## config.mk

```make
export PLATFORM = sky130hd
export DESIGN_NAME = adc_spi_config_port
export DESIGN_NICKNAME = d
export VERILOG_FILES = /design/src/bit_sync.v /design/src/offset_adjust_pair.v /design/src/adc_spi_config_port.v
export VERILOG_INCLUDE_DIRS = /design/src /design/src/pkg
export SDC_FILE = /design/constraint.sdc
export NUM_CORES = 1
export LEC_CHECK = 0
export BUFFER_PORTS_ARGS = -buffer_cell sky130_fd_sc_hd__buf_2
export CELL_PAD_IN_SITES_DETAIL_PLACEMENT = 1
export CELL_PAD_IN_SITES_GLOBAL_PLACEMENT = 1
export CORE_MARGIN = 2
export CORE_UTILIZATION = 40
export DETAILED_ROUTE_END_ITERATION = 10
export PLACE_DENSITY = 0.86
export SLEW_MARGIN = 20
export SYNTH_ARGS = -nofsm -noshare
export SYNTH_HDL_FRONTEND = slang
export SYNTH_SLANG_ARGS = --single-unit
```

## constraint.sdc

```tcl
create_clock -name ref_clk -period 3.5 [get_ports ref_clk]
set_input_delay 0.35 -clock ref_clk [delete_from_list [all_inputs] [get_ports ref_clk]]
set_output_delay 0.35 -clock ref_clk [all_outputs]
set_load 0.01 [all_outputs]
```

## src/pkg/adc_spi_config_port_map.vh

```
// Register offsets, field positions and reset values of the serial configuration port.
`ifndef ADC_SPI_CONFIG_PORT_MAP_VH
`define ADC_SPI_CONFIG_PORT_MAP_VH

// Register offsets within the 13-bit address space.
`define REG_SERIAL_PORT_SETUP    13'h0000
`define REG_BURST_STOP_ADDRESS   13'h0002
`define REG_DIE_IDENTIFIER       13'h0008
`define REG_DIE_REVISION         13'h0009
`define REG_CORE_SELECT          13'h0010
`define REG_OFFSET_ADJUST_COARSE 13'h0020
`define REG_OFFSET_ADJUST_FINE   13'h0021

// Field positions of the port setup register.
`define SETUP_FOUR_WIRE_BIT      7
`define SETUP_LSB_FIRST_BIT      6
`define SETUP_SOFT_RESET_BIT     5

// Command word field positions.
`define CMD_READ_BIT             15
`define CMD_LENGTH_HI            14
`define CMD_LENGTH_LO            13
`define CMD_ADDRESS_MSB          12

// Byte count code that means streaming up to the burst stop address.
`define LENGTH_STREAM            2'h3

// Core select values.
`define CORE_NONE                2'h0
`define CORE_FIRST               2'h1
`define CORE_SECOND              2'h2

// Reset values and answers.
`define BURST_STOP_RESET         8'hFF
`define INDEX_ERROR_BYTE         8'hAD
`define UNMAPPED_READ_BYTE       8'h00

`endif

```

## src/bit_sync.v

```verilog
// Two-stage synchroniser for one asynchronous input.
`timescale 1ns/100ps
module bit_sync
#(
    parameter RESET_VALUE = 1'b0
)
(
    input  wire ref_clk,
    input  wire rst,
    input  wire asyncIn,
    output reg  syncOut
);

    reg stageOne;

    // The first stage feeds only the second stage, never any logic.
    always @(posedge ref_clk)
    begin
        if (rst)
        begin
            stageOne <= RESET_VALUE; // Matches the idle pin level.
            syncOut  <= RESET_VALUE;
        end
        else
        begin
            stageOne <= asyncIn;
            syncOut  <= stageOne;
        end
    end

endmodule // bit_sync

```

## src/offset_adjust_pair.v

```verilog
// Coarse and fine offset adjustment registers of one converter core.
`timescale 1ns/100ps
module offset_adjust_pair
(
    input  wire       ref_clk,
    input  wire       rst,
    input  wire       loadCal,
    input  wire [7:0] calCoarse,
    input  wire [7:0] calFine,
    input  wire       writeEnable,
    input  wire       writeFine,
    input  wire [7:0] writeData,
    output reg  [7:0] coarse,
    output reg  [7:0] fine
);

    // Calibration results are taken one cycle after reset release, never during reset.
    always @(posedge ref_clk)
    begin
        if (rst)
        begin
            coarse <= 8'h00;
            fine   <= 8'h00;
        end
        else if (loadCal)
        begin
            coarse <= calCoarse;
            fine   <= calFine;
        end
        else if (writeEnable)
        begin
            if (writeFine)
                fine <= writeData;
            else
                coarse <= writeData;
        end
    end

endmodule // offset_adjust_pair

```

## src/adc_spi_config_port.v

```verilog
// Serial configuration slave port with its setup, identity, core select and offset registers.
`timescale 1ns/100ps
`include "adc_spi_config_port_map.vh"
module adc_spi_config_port
#(
    parameter [7:0] DIE_IDENTIFIER_CODE = 8'h5A, // Arbitrary value.
    parameter [7:0] DIE_REVISION_CODE   = 8'h01  // Arbitrary value.
)
(
    input  wire       ref_clk,
    input  wire       rst,
    input  wire       serialClock,
    input  wire       chip_select_n,
    input  wire       sdioIn,
    output reg        sdioOut,
    output reg        sdioOe,
    output reg        serial_data_out,
    output reg        serialDataOutOe,
    input  wire [7:0] calCoarseFirst,
    input  wire [7:0] calFineFirst,
    input  wire [7:0] calCoarseSecond,
    input  wire [7:0] calFineSecond,
    output wire [7:0] offsetCoarseFirst,
    output wire [7:0] offsetFineFirst,
    output wire [7:0] offsetCoarseSecond,
    output wire [7:0] offsetFineSecond,
    output reg  [1:0] coreSelect
);

    // Synchronised pin levels and their delayed copies for edge detection.
    wire        clockSync;
    wire        selectSync;
    wire        dataSync;
    reg         clockDelay;
    reg         selectDelay;
    wire        clockRise;
    wire        clockFall;
    wire        selectRise;

    // Port setup state.
    reg         fourWire;
    reg         lsbFirst;
    reg  [7:0]  burstStop;
    reg         calLoad;

    // Transfer state.
    reg         active;
    reg         inData;
    reg         finished;
    reg  [3:0]  bitCount;
    reg  [15:0] commandShift;
    reg         isRead;
    reg  [1:0]  lengthCode;
    reg  [12:0] address;
    reg  [2:0]  byteCount;
    reg  [7:0]  rxShift;
    reg  [7:0]  txShift;

    // Offset register write port.
    reg         offsetWriteFirst;
    reg         offsetWriteSecond;
    reg         offsetWriteFine;
    reg  [7:0]  offsetWriteData;

    // Combinational helpers.
    reg  [15:0] next_command;
    reg  [7:0]  next_rx;
    reg  [12:0] next_address;
    reg  [7:0]  next_tx;
    reg         next_finished;

    // All pins are asynchronous to ref_clk and pass two flip-flops first.
    bit_sync clockSyncer
    (
        .ref_clk (ref_clk),
        .rst     (rst),
        .asyncIn (serialClock),
        .syncOut (clockSync)
    );

    bit_sync #(.RESET_VALUE(1'b1)) selectSyncer // Idle high, so reset shows no false select edge.
    (
        .ref_clk (ref_clk),
        .rst     (rst),
        .asyncIn (chip_select_n),
        .syncOut (selectSync)
    );

    bit_sync dataSyncer
    (
        .ref_clk (ref_clk),
        .rst     (rst),
        .asyncIn (sdioIn),
        .syncOut (dataSync)
    );

    // Per-core offset registers; only the selected core sees writes.
    offset_adjust_pair firstCore
    (
        .ref_clk     (ref_clk),
        .rst         (rst),
        .loadCal     (calLoad),
        .calCoarse   (calCoarseFirst),
        .calFine     (calFineFirst),
        .writeEnable (offsetWriteFirst),
        .writeFine   (offsetWriteFine),
        .writeData   (offsetWriteData),
        .coarse      (offsetCoarseFirst),
        .fine        (offsetFineFirst)
    );

    offset_adjust_pair secondCore
    (
        .ref_clk     (ref_clk),
        .rst         (rst),
        .loadCal     (calLoad),
        .calCoarse   (calCoarseSecond),
        .calFine     (calFineSecond),
        .writeEnable (offsetWriteSecond),
        .writeFine   (offsetWriteFine),
        .writeData   (offsetWriteData),
        .coarse      (offsetCoarseSecond),
        .fine        (offsetFineSecond)
    );

    // Edges are found on the synchronised copies only.
    assign clockRise  = clockSync & ~clockDelay;
    assign clockFall  = ~clockSync & clockDelay;
    assign selectRise = selectSync & ~selectDelay;

    // Indexed registers answer from the selected core, or with the error byte.
    function [7:0] indexedByte;
        input [7:0] firstValue;
        input [7:0] secondValue;
        begin
            if (coreSelect == `CORE_FIRST)
                indexedByte = firstValue;
            else if (coreSelect == `CORE_SECOND)
                indexedByte = secondValue;
            else
                indexedByte = `INDEX_ERROR_BYTE;
        end
    endfunction

    // Read multiplexer; the setup byte reads back in mirrored form.
    function [7:0] readByte;
        input [12:0] regAddress;
        begin
            case (regAddress)
                `REG_SERIAL_PORT_SETUP:
                    readByte = {fourWire, lsbFirst, 1'b0, 1'b1, 1'b1, 1'b0, lsbFirst, fourWire};
                `REG_BURST_STOP_ADDRESS:
                    readByte = burstStop;
                `REG_DIE_IDENTIFIER:
                    readByte = DIE_IDENTIFIER_CODE;
                `REG_DIE_REVISION:
                    readByte = DIE_REVISION_CODE;
                `REG_CORE_SELECT:
                    readByte = {6'h00, coreSelect};
                `REG_OFFSET_ADJUST_COARSE:
                    readByte = indexedByte(offsetCoarseFirst, offsetCoarseSecond);
                `REG_OFFSET_ADJUST_FINE:
                    readByte = indexedByte(offsetFineFirst, offsetFineSecond);
                default:
                    readByte = `UNMAPPED_READ_BYTE;
            endcase
        end
    endfunction

    // First bit of a read byte in the present bit order.
    function firstBit;
        input [7:0] value;
        firstBit = lsbFirst ? value[0] : value[7];
    endfunction

    // Shift paths, address step and end-of-transfer decision for the current bit.
    always @*
    begin
        next_command  = 16'h0000;
        next_rx       = 8'h00;
        next_address  = 13'h0000;
        next_tx       = 8'h00;
        next_finished = 1'b0;
        if (lsbFirst)
        begin
            next_command = {dataSync, commandShift[15:1]};
            next_rx      = {dataSync, rxShift[7:1]};
            next_address = address - 13'h0001;
            next_tx      = {1'b0, txShift[7:1]};
        end
        else
        begin
            next_command = {commandShift[14:0], dataSync};
            next_rx      = {rxShift[6:0], dataSync};
            next_address = address + 13'h0001;
            next_tx      = {txShift[6:0], 1'b0};
        end
        // Short transfers stop at the coded count; streaming stops at the stop address.
        if (lengthCode != `LENGTH_STREAM)
            next_finished = (byteCount == {1'b0, lengthCode});
        else
            next_finished = (address == {5'h00, burstStop});
    end

    // Protocol engine and register file share one process so writes land in order.
    always @(posedge ref_clk)
    begin
        if (rst)
        begin
            clockDelay        <= 1'b0;
            selectDelay       <= 1'b1;
            fourWire          <= 1'b0;
            lsbFirst          <= 1'b0;
            burstStop         <= `BURST_STOP_RESET;
            coreSelect        <= `CORE_NONE;
            calLoad           <= 1'b1;
            active            <= 1'b0;
            inData            <= 1'b0;
            finished          <= 1'b0;
            bitCount          <= 4'h0;
            commandShift      <= 16'h0000;
            isRead            <= 1'b0;
            lengthCode        <= 2'h0;
            address           <= 13'h0000;
            byteCount         <= 3'h0;
            rxShift           <= 8'h00;
            txShift           <= 8'h00;
            offsetWriteFirst  <= 1'b0;
            offsetWriteSecond <= 1'b0;
            offsetWriteFine   <= 1'b0;
            offsetWriteData   <= 8'h00;
            sdioOut           <= 1'b0;
            sdioOe            <= 1'b0;
            serial_data_out   <= 1'b0;
            serialDataOutOe   <= 1'b0;
        end
        else
        begin
            clockDelay        <= clockSync;
            selectDelay       <= selectSync;
            calLoad           <= 1'b0;
            offsetWriteFirst  <= 1'b0;
            offsetWriteSecond <= 1'b0;

            // A pause is kept only at a byte boundary of a transfer that may still resume.
            if (selectRise && active)
            begin
                if ((bitCount[2:0] != 3'h0) || finished ||
                    (inData && (lengthCode == `LENGTH_STREAM) && (byteCount != 3'h0)))
                begin
                    active    <= 1'b0;
                    inData    <= 1'b0;
                    finished  <= 1'b0;
                    bitCount  <= 4'h0;
                    byteCount <= 3'h0;
                end
            end
            else if (clockRise && !selectSync && !finished)
            begin
                // The first rise while selected is the first command bit.
                active <= 1'b1;
                if (!inData)
                begin
                    commandShift <= next_command;
                    bitCount     <= bitCount + 4'h1;
                    if (bitCount == 4'hF)
                    begin
                        inData     <= 1'b1;
                        bitCount   <= 4'h0;
                        isRead     <= next_command[`CMD_READ_BIT];
                        lengthCode <= next_command[`CMD_LENGTH_HI:`CMD_LENGTH_LO];
                        address    <= next_command[`CMD_ADDRESS_MSB:0];
                        txShift    <= readByte(next_command[`CMD_ADDRESS_MSB:0]);
                        sdioOut    <= firstBit(readByte(next_command[`CMD_ADDRESS_MSB:0]));
                    end
                end
                else
                begin
                    rxShift  <= next_rx;
                    bitCount <= {1'b0, bitCount[2:0] + 3'h1};
                    if (bitCount[2:0] == 3'h7)
                    begin
                        // Byte complete: store a write, step the address, prepare the next read.
                        bitCount <= 4'h0;
                        address  <= next_address;
                        finished <= next_finished;
                        if (byteCount != 3'h4)
                            byteCount <= byteCount + 3'h1;
                        if (isRead)
                        begin
                            txShift <= readByte(next_address);
                            // The last bit stays on the pin; nothing past the end is shown.
                            if (!next_finished)
                                sdioOut <= firstBit(readByte(next_address));
                        end
                        else
                        begin
                            case (address)
                                `REG_SERIAL_PORT_SETUP:
                                begin
                                    if (next_rx[`SETUP_SOFT_RESET_BIT])
                                    begin
                                        // Soft reset wins over the bits written with it.
                                        fourWire   <= 1'b0;
                                        lsbFirst   <= 1'b0;
                                        burstStop  <= `BURST_STOP_RESET;
                                        coreSelect <= `CORE_NONE;
                                        calLoad    <= 1'b1;
                                    end
                                    else
                                    begin
                                        fourWire <= next_rx[`SETUP_FOUR_WIRE_BIT];
                                        lsbFirst <= next_rx[`SETUP_LSB_FIRST_BIT];
                                    end
                                end
                                `REG_BURST_STOP_ADDRESS:
                                    burstStop <= next_rx;
                                `REG_CORE_SELECT:
                                    coreSelect <= next_rx[1:0];
                                `REG_OFFSET_ADJUST_COARSE,
                                `REG_OFFSET_ADJUST_FINE:
                                begin
                                    // Writes with no valid core selected are dropped.
                                    offsetWriteFirst  <= (coreSelect == `CORE_FIRST);
                                    offsetWriteSecond <= (coreSelect == `CORE_SECOND);
                                    offsetWriteFine   <= address[0];
                                    offsetWriteData   <= next_rx;
                                end
                                default:
                                    offsetWriteData <= offsetWriteData;
                            endcase
                        end
                    end
                end
            end
            else if (clockFall && inData && isRead && !finished && (bitCount[2:0] != 3'h0))
            begin
                // Read data changes on the falling edge so it is stable at the next rise.
                txShift <= next_tx;
                sdioOut <= firstBit(next_tx);
            end

            // Pin direction follows the command; released on the clock after the synchronised select goes high.
            sdioOe          <= !fourWire && isRead && inData && active &&
                               !finished && !selectSync;
            serial_data_out <= sdioOut;
            // The separate output is driven whenever four-wire mode is on.
            serialDataOutOe <= fourWire;
        end
    end

endmodule // adc_spi_config_port

```

==> results of run 1 <==
==> sequential cells by signal, indices dropped and copies added, names as in the netlist, 2 cells and up <==
| name | flops |
|---|---|
| burstStop | 8 |
| rxShift | 8 |
| address | 13 |
| txShift | 8 |
| firstCore.coarse | 8 |
| lengthCode | 2 |
| firstCore.fine | 8 |
| bitCount | 4 |
| commandShift | 16 |
| secondCore.coarse | 8 |
| byteCount | 3 |
| coreSelect | 2 |
| secondCore.fine | 8 |
| offsetWriteData | 8 |
==> kinds of logic (layout without fill, tap and decap cells) <==
group / after synthesis / after routing
simple gates: 329 / 329
compound gates: 265 / 265
flops: 126 / 126
buf+inv: 78 / 158
mux: 53 / 53
fa+ha+maj: 20 / 20
xor+xnor: 18 / 18
==> layer usage <==
metal  up-vias  GRT usage, %
met2       267         44.58
met1      3622         33.33
li1       3449             -
met5         -             0
met3        80         6.366
met4         0         12.12
==> worst paths after layout <==
| check | startpoint | to | slack (ns) | cells past startpoint |
|---|---|---|---|---|
| max reg2reg | lsbFirst | txShift[4] | 0.21 | 11 |
| min | chip_select_n | selectSyncer.stageOne | 0.11 | 2 |
| min reg2reg | selectSyncer.stageOne | selectSyncer.syncOut | 0.43 | 1 |
| max | lsbFirst | txShift[4] | 0.21 | 11 |
==> final cells by class <==
class	count	area, µm²	area share [%]
clock inverters	11	135.1	1.577
clock buffers	20	446.7	5.212
flip-flops and latches	126	2524	29.45
multi-input cells	685	4491	52.39
well taps	229	286.5	3.343
inverters	22	82.58	0.9635
repair buffers	105	605.6	7.066
==> metrics by stage <==
stage	utilization (%)	instances	power [mW]	setup slack, ns	instance area, µm²
after global placement	44.45	1167	1.708	0.3502	7985
after global routing	47.71	1198	3.574	0.02601	8571
after detailed placement	44.45	1167	1.712	0.2423	7985
after CTS	47.69	1198	3.490	0.1763	8567
final	47.71	1198	3.481	0.2130	8571
after floorplan	-	889	1.632	0.1646	7328
==> cells in the final DEF, fill, tap and decap left out, drive strengths merged, types with 5 or more instances in the layout <==
cell	synthesis	final
a211oi	72	72
a21o	8	8
a21oi	70	70
a222oi	7	7
a22o	5	5
a311oi	5	5
a31oi	13	13
a32oi	9	9
and2	9	9
buf	18	105
clkbuf	38	20
dfxtp	126	126
ha	19	19
inv	22	24
mux2	6	6
mux2i	47	47
nand2	45	45
nand2b	14	14
nand3	34	34
nand4	7	7
nor2	131	131
nor2b	20	20
nor3	23	23
nor3b	6	6
nor4	13	13
nor4b	6	6
o2111ai	6	6
o211ai	5	5
o21ai	20	20
o22a	10	10
o22ai	5	5
or2	7	7
xnor2	5	5
xor2	12	12
==> timing repair <==
item                                    in CTS  in global routing
gates resized for setup                      0                  1
endpoints found under the setup margin       0                  4
endpoints found under the hold margin        0                  0
==> power groups by stage <==
stage          sequential (mW)  clock (mW)  combinational (mW)
6_report                  1.50        1.80               0.185
5_1_grt                   1.50        1.87               0.203
4_1_cts                   1.50        1.81               0.184
3_5_place_dp              1.53           0               0.181
3_3_place_gp              1.53           0               0.178
2_1_floorplan             1.53           0               0.103
==> flow_summary.yaml, run 1 <==
outcome:
  outcome: "complete, no violations"
synthesis:
  synth_top_area_share_pct: 34.42
  yosysMostFrequentCell: "nor2_1"
  yosys.area_share.adder_pct: 3.517
  synthArstFlopShare_pct: 0
  synthTopCellsByCount: "130 x nor2_1, 126 x dfxtp_1, 72 x a211oi_1"
  synth_compound_area_share_pct: 25.49
  synth_area_um2: 7328
  synth_top_family_by_area: "compound AO/OA/AOI/OAI gates"
  muxShareOfSynthArea_pct: 7.342
  synth_xor_xnor_area_share_pct: 2.339
  synth_nets: 946
  synth.distinct_cells: 71
  synth_top_cell_by_area: "dfxtp_1"
  ys_ff_latch: 126
  synth-edff-count: 0
  netlist_instances: 889
  synthSimpleGateAreaFrac_pct: 22.45
  synth-main-ff-cell: "dfxtp_1"
  yosysSeqAreaShare_pct: 34.42
  yosysWarnings: 0
  synth.avg_cell_area_um2: 8.243
  yosys-top-cells-area: "dfxtp_1 34%, a211oi_1 7.4%, nor2_1 6.7%, mux2i_1 6.4%, a21oi_1 4.8%"
power_and_ir_drop:
  swShare_pct: 25.01
  power_leakage_nw: 3.188
  seq_power_share_pct: 43.1
  pwr_density_cell_nw_per_um2: 406.2
  switching_power_uw: 870.5
  power.internal_mw: 2.611
  p_clk_share_pct: 51.6
  ir_drop_mv: 0.2969
  p_comb_share_pct: 5.3
floorplanning:
  core_um2: 17960
  die_w_um: 139.4
  io_pins: 75
  row_count: 49
  die_h_um: 139.4
  initial_core_util_pct: 40.80
  die_area_um2: 19420
timing:
  tns_ns: 0
  layout_min_cycle_time_ns: 3.287
  fin_skew_ns: 0.01284
  period_share_pct: 93.92
  rsz0062_at_grt: "no"
  finalHoldWorstSlack_ns: 0.1074
  finalSetupViolCount: 0
  slew-limit-headroom_pct: 42.00
  worst_pin_slew_ns: 0.8481
  max_clock_freq_ghz: 0.3042
  drv_slew: 0
  finalHoldViolations: 0
detailed_routing:
  m1WireLength_um: 11190
  first_pass_iters: 6
  ant_nets: 0
  vias: 7418
  met2_length_um: 12260
  via_per_inst: 6.192
  wire_per_inst_um: 21.75
  drt_iter0_markers: 619
  topRoutingLayerUsed: "met4"
  wirelength_um: 26050
  met3_length_um: 1472
  drcViolationCount: 0
global_route:
  grt_first_pass_wirelength_um: 41690
  grt_pass1_vias: 7542
  grt_overflow: 0
  grt_max_degree: 76
  grt_antenna_before_repair: 0
  grt_usage_pct: 26.93
placement:
  gp_congestion: 1.007
  portBuffers: 74
  hpwl_um: 18520
clock_network:
  postCtsHoldBufs: 0
  ctsRootBufferMaster: "clkbuf_16"
  cts_tree: "yes"
  numCtsBuffers: 17
  post_cts_buffers: 0
  clock_latency_ns: 0.43
  clk_pin_slew_ns: 0.06
  clkSinkCount: 126
  cts_buffer_depth: 2
  htreeDepth: 4
setup_path:
  path_cells: "buf_4 > ha_1 > a21oi_2 > o22ai_1 > or4_1 > mux2_2 > nand2_1 > nor4b_4 > buf_4 > a211oi_1 > nor3_1"
  slowest_stage: "dfxtp_2"
  cp.required_ns: 3.83
  cp_max_fo: 13
  crit_path_max_incr_delay_ns: 0.47
  cp_common_cell: "buf_4"
  cpLargestDelayFamily: "simple AND/OR/NAND/NOR gates"
  start_kind: "flip-flop"
  timing.critical_path.to_type: "flip-flop"
  cp.arrival_ns: 3.62
  crit_buf_inv: 2
  path_class: "flip-flop to flip-flop"
layout:
  fillCellCount: 2184
  nets: 1014
  drive_above_1_share_pct: 16.82
  area_growth_pct: 16.95
  num_antenna_cells: 0
job:
  cap_violations: 0
worst_hold_path:
  worstHoldPathType: "input port to flip-flop"
(Power assumes the default switching activity.)
==> inputs of run 2 (changes only) <==
BUFFER_PORTS_ARGS = -buffer_cell sky130_fd_sc_hd__buf_4   (was -buffer_cell sky130_fd_sc_hd__buf_2)
==> run 2 against run 1 <==
Net effect:
- sequential cell count stayed put
- worst hold slack worse by 0.016 ns
- clock power is 3% lower
- global-route usage is 0.19 points lower
- via count is 0.20% higher
- first-iteration DRC count is 1.8% higher
- combinational power is 15% higher
- critical path type unchanged
- non-clock buffer count is 1 higher
- cell area is 2.3% higher
- highest routed layer unchanged
- sequential power hardly changed
- fmax is 0.13% higher
==> flow_summary.yaml, run 2 (synthesis results as in run 1) <==
placement:
  portBuffers: 74
  placed_area_um2: 8188
  gp_congestion: 0.9091
  hpwl_um: 18860
setup_path:
  crit_path_max_incr_delay_ns: 0.42
  r2r_slack_ns: 0.22
  crit_buf_inv: 2
  worstReg2RegStart: "lsbFirst"
  crit_start: "lsbFirst"
  cp.required_ns: 3.84
  path_class: "flip-flop to flip-flop"
  start_kind: "flip-flop"
  slowest_stage: "dfxtp_2"
  cp_max_fo: 15
  cp.arrival_ns: 3.63
  path_cells: "buf_4 > ha_1 > a21oi_1 > o22ai_1 > or4_1 > mux2_2 > nand2_1 > nor4b_4 > buf_4 > a31oi_1 > nor3_1"
  timing.critical_path.to_type: "flip-flop"
  cpLargestDelayFamily: "simple AND/OR/NAND/NOR gates"
  cp_common_cell: "buf_4"
timing:
  layout_min_cycle_time_ns: 3.283
  finalHoldViolations: 0
  period_share_pct: 93.79
  rsz0062_at_grt: "no"
  drv_slew: 0
  finalSetupViolCount: 0
  tns_ns: 0
  slew-limit-headroom_pct: 41.80
  worst_pin_slew_ns: 0.8730
  fin_skew_ns: 0.01603
  max_clock_freq_ghz: 0.3046
floorplanning:
  die_area_um2: 19420
  initial_core_util_pct: 40.80
  io_pins: 75
  die_h_um: 139.4
  core_um2: 17960
  die_w_um: 139.4
  row_count: 49
clock_network:
  clkSinkCount: 126
  numCtsBuffers: 17
  cts_buffer_depth: 2
  clk_pin_slew_ns: 0.07
  ctsRootBufferMaster: "clkbuf_16"
  postCtsHoldBufs: 0
  clock_latency_ns: 0.44
  cts_tree: "yes"
  htreeDepth: 4
global_route:
  grt_max_degree: 78
  grt_antenna_before_repair: 0
  grt_pass1_vias: 7499
  grt_first_pass_wirelength_um: 41420
  grt_overflow: 0
  grt_usage_pct: 26.74
detailed_routing:
  ant_nets: 0
  drcViolationCount: 0
  wire_per_inst_um: 21.63
  first_pass_iters: 5
  wirelength_um: 25950
  vias: 7433
  drt_iter0_markers: 630
  via_per_inst: 6.194
layout:
  layout_common_cells: "130 x nor2_1, 125 x dfxtp_1, 105 x buf_4, 72 x a211oi_1, 70 x a21oi_1"
  drive_above_1_share_pct: 17.10
  stdcell_area_um2: 8765
  nets: 1015
  reg_top3: "commandShift: 16 flops, address: 13 flops"
  top_register: "commandShift"
  area_growth_pct: 19.60
  final_common_cell: "nor2_1"
  largest_register_ffs: 16
  num_antenna_cells: 0
power_and_ir_drop:
  pwr_density_cell_nw_per_um2: 394.7
  ir_drop_mv: 0.3141
  power_leakage_nw: 3.227
worst_hold_path:
  hp-start: "chip_select_n"
  worstHoldPathType: "input port to flip-flop"
outcome:
  outcome: "complete, no violations"
job:
  cap_violations: 0
run 2: cell types whose count changed in the layout (fill, tap and decap cells not counted), moves of 3 or more:
cell,before,now
buf_2,73,0
inv_6,2,6
buf_4,32,105
clkinv_4,4,1
run 2: layout make-up:
class / instances / area, µm²
sequential: 126 / 2524
tap: 229 / 286.5
clock buffer: 19 / 442.9
inverter: 22 / 82.58
multi-input combinational: 685 / 4494
fill: 2187 / 9199
clock inverter: 13 / 126.4
timing repair buffer: 106 / 808.3
run 2: path summary, 6_finish.rpt:
path	endpoint	cells after the start
worst max-delay path	txShift[5]	11
worst min register to register	selectSyncer.syncOut	1
worst min-delay path	selectSyncer.stageOne	2
worst max register to register	txShift[5]	11
run 2: through the flow:
step                      util [%]  worst slack, ns  power, mW  hold WS (ns)  cells
after floorplan                  -           0.1646      1.632        0.3895    889
after global placement       45.58           0.4650      1.736        0.3942   1168
after detailed placement     45.58           0.3080      1.743        0.3982   1168
after CTS                    48.75           0.2611      3.469       0.08405   1200
after global routing         48.79          0.03134      3.554       0.09761   1200
final                        48.79           0.2173      3.459       0.09138   1200
run 2: metal layers:
layer / part of all wire, % / global-route usage, % / vias to the layer above
met5: 0 / 0 / -
met4: 4.2 / 13.82 / 0
met3: 5.4 / 5.058 / 71
met2: 47 / 43.65 / 255
met1: 43 / 33.67 / 3642
li1: - / - / 3465
run 2: power breakdown:
part,total (mW),internal [mW],switching (mW)
clock,1.74,1.01,0.738
sequential,1.50,1.47,0.0371
combinational,0.212,0.0984,0.113
total,3.46,2.57,0.888
run 2: timing repair:
action                     in CTS  in global routing
gates resized for setup         0                  1
setup buffers                   0                  0
setup endpoints to repair       0                  1
==> inputs of run 3 (changes only) <==
CELL_PAD_IN_SITES_DETAIL_PLACEMENT = 0   (was 1)
HOLD_SLACK_MARGIN = 0.12   (was unset)
==> run 3 against run 2 <==
Net effect:
- cell area is 0.47% higher
- die area stayed put
- combinational power is 2% lower
- global-route usage is 3.2 points lower
- worst hold slack better by 0.034 ns
- via count is 4.5% lower
- clock skew is 0.0017 ns lower
- critical endpoint is now txShift[2]
==> flow_summary.yaml, run 3 (synthesis results as in run 1) <==
global_route:
  grt_first_pass_wirelength_um: 36790
  grt_antenna_before_repair: 0
  grt_max_degree: 78
  grt_pass1_vias: 6696
  grt_usage_pct: 23.59
  grt_overflow: 0
clock_network:
  ctsRootBufferMaster: "clkbuf_16"
  cts_buffer_depth: 2
  htreeDepth: 4
  clock_latency_ns: 0.44
  clkSinkCount: 126
  post_cts_buffers: 0
  clk_pin_slew_ns: 0.07
  cts_tree: "yes"
  numCtsBuffers: 17
power_and_ir_drop:
  pwr_density_cell_nw_per_um2: 403.3
  power.internal_mw: 2.641
  p_clk_share_pct: 51.9
  seq_power_share_pct: 42.3
  swShare_pct: 25.64
  power_leakage_nw: 3.249
  ir_drop_mv: 0.4203
  switching_power_uw: 910.5
  totalPowerFinal_mw: 3.552
  p_comb_share_pct: 5.9
outcome:
  outcome: "complete, no violations"
layout:
  fillCellCount: 1727
  final_cells: 1201
  final_common_cell: "nor2_1"
  largest_register_ffs: 16
  num_antenna_cells: 0
  top_register: "commandShift"
  reg_top3: "commandShift: 16 flops, address: 13 flops"
  area_growth_pct: 20.16
  drive_above_1_share_pct: 17.08
  layout_common_cells: "130 x nor2_1, 125 x dfxtp_1, 105 x buf_4, 72 x a211oi_1, 70 x a21oi_1"
  stdcell_area_um2: 8806
  final_core_util_pct: 49.02
  nets: 1016
detailed_routing:
  topRoutingLayerUsed: "met4"
  drt_iter0_markers: 706
  ant_nets: 0
  wire_per_inst_um: 19.07
  drcViolationCount: 0
  m1WireLength_um: 10410
  vias: 7098
  met2_length_um: 10360
  wirelength_um: 22910
  via_per_inst: 5.910
  met3_length_um: 1530
  first_pass_iters: 5
timing:
  finalHoldWorstSlack_ns: 0.1252
  max_clock_freq_ghz: 0.3115
  finalSetupViolCount: 0
  rsz0062_at_grt: "no"
  fin_skew_ns: 0.01436
  drv_slew: 0
  slew-limit-headroom_pct: 42.14
  period_share_pct: 91.73
  worst_slack_ns: 0.2893
  layout_min_cycle_time_ns: 3.211
  finalHoldViolations: 0
  tns_ns: 0
  worst_pin_slew_ns: 0.8679
setup_path:
  cp.required_ns: 3.85
  start_kind: "flip-flop"
  path_class: "flip-flop to flip-flop"
  crit_start: "lsbFirst"
  cp_max_fo: 15
  cp.arrival_ns: 3.56
  timing.critical_path.to_type: "flip-flop"
  worstReg2RegStart: "lsbFirst"
worst_hold_path:
  worstHoldPathType: "input port to flip-flop"
  hp-start: "sdioIn"
floorplanning:
  core_um2: 17960
  io_pins: 75
  die_h_um: 139.4
  die_area_um2: 19420
  die_w_um: 139.4
  initial_core_util_pct: 40.80
  row_count: 49
placement:
  placed_area_um2: 8188
  portBuffers: 74
  pre_cts_ws_ns: 0.3584
  gp_congestion: 0.9091
  dp_cells: 1168
  hpwl_um: 16670
job:
  cap_violations: 0
## run 3: routing by layer
layer	up-vias	global-route usage (%)
li1	3450	-
met4	0	8.506
met5	-	0
met3	41	5.506
met1	3312	31.65
met2	295	37.13
## run 3: area by class of cell
cell class | instances | area [µm²] | share of cell area [%]
Multi-Input combinational cell | 685 | 4494 | 51.04
Sequential cell | 126 | 2524 | 28.66
Timing Repair Buffer | 107 | 818.3 | 9.292
Clock buffer | 18 | 429.2 | 4.874
Tap cell | 229 | 286.5 | 3.254
Clock inverter | 14 | 171.4 | 1.947
Inverter | 22 | 82.58 | 0.9378
## run 3: worst max-delay path, cell delays in order (launching register included)
cell	delay (ns)
dfxtp_2	0.41
buf_4	0.29
ha_1	0.39
a21oi_1	0.29
o22ai_1	0.15
or4_1	0.41
mux2_2	0.28
nand2_1	0.13
nor4b_4	0.29
buf_4	0.21
a31oi_1	0.08
nor3_1	0.19
## run 3: repair_timing
action,in CTS,in global routing
gates resized for setup,0,1
endpoints found under the hold margin,1,0
hold buffers,1,0
setup endpoints to repair,0,1
## run 3: power groups by stage
stage | Combinational (mW) | Sequential (mW) | Clock (mW)
after floorplan | 0.103 | 1.53 | 0
after global placement | 0.204 | 1.53 | 0
after detailed placement | 0.206 | 1.53 | 0
after CTS | 0.207 | 1.50 | 1.86
after global routing | 0.227 | 1.50 | 1.93
final | 0.208 | 1.50 | 1.84
## run 3: final timing paths
path,end,slack (ns),depth (start not counted)
worst max-delay path,txShift[2],0.29,11
worst max register to register,txShift[2],0.29,11
worst min register to register,selectSyncer.syncOut,0.41,1
worst min-delay path,dataSyncer.stageOne,0.13,2
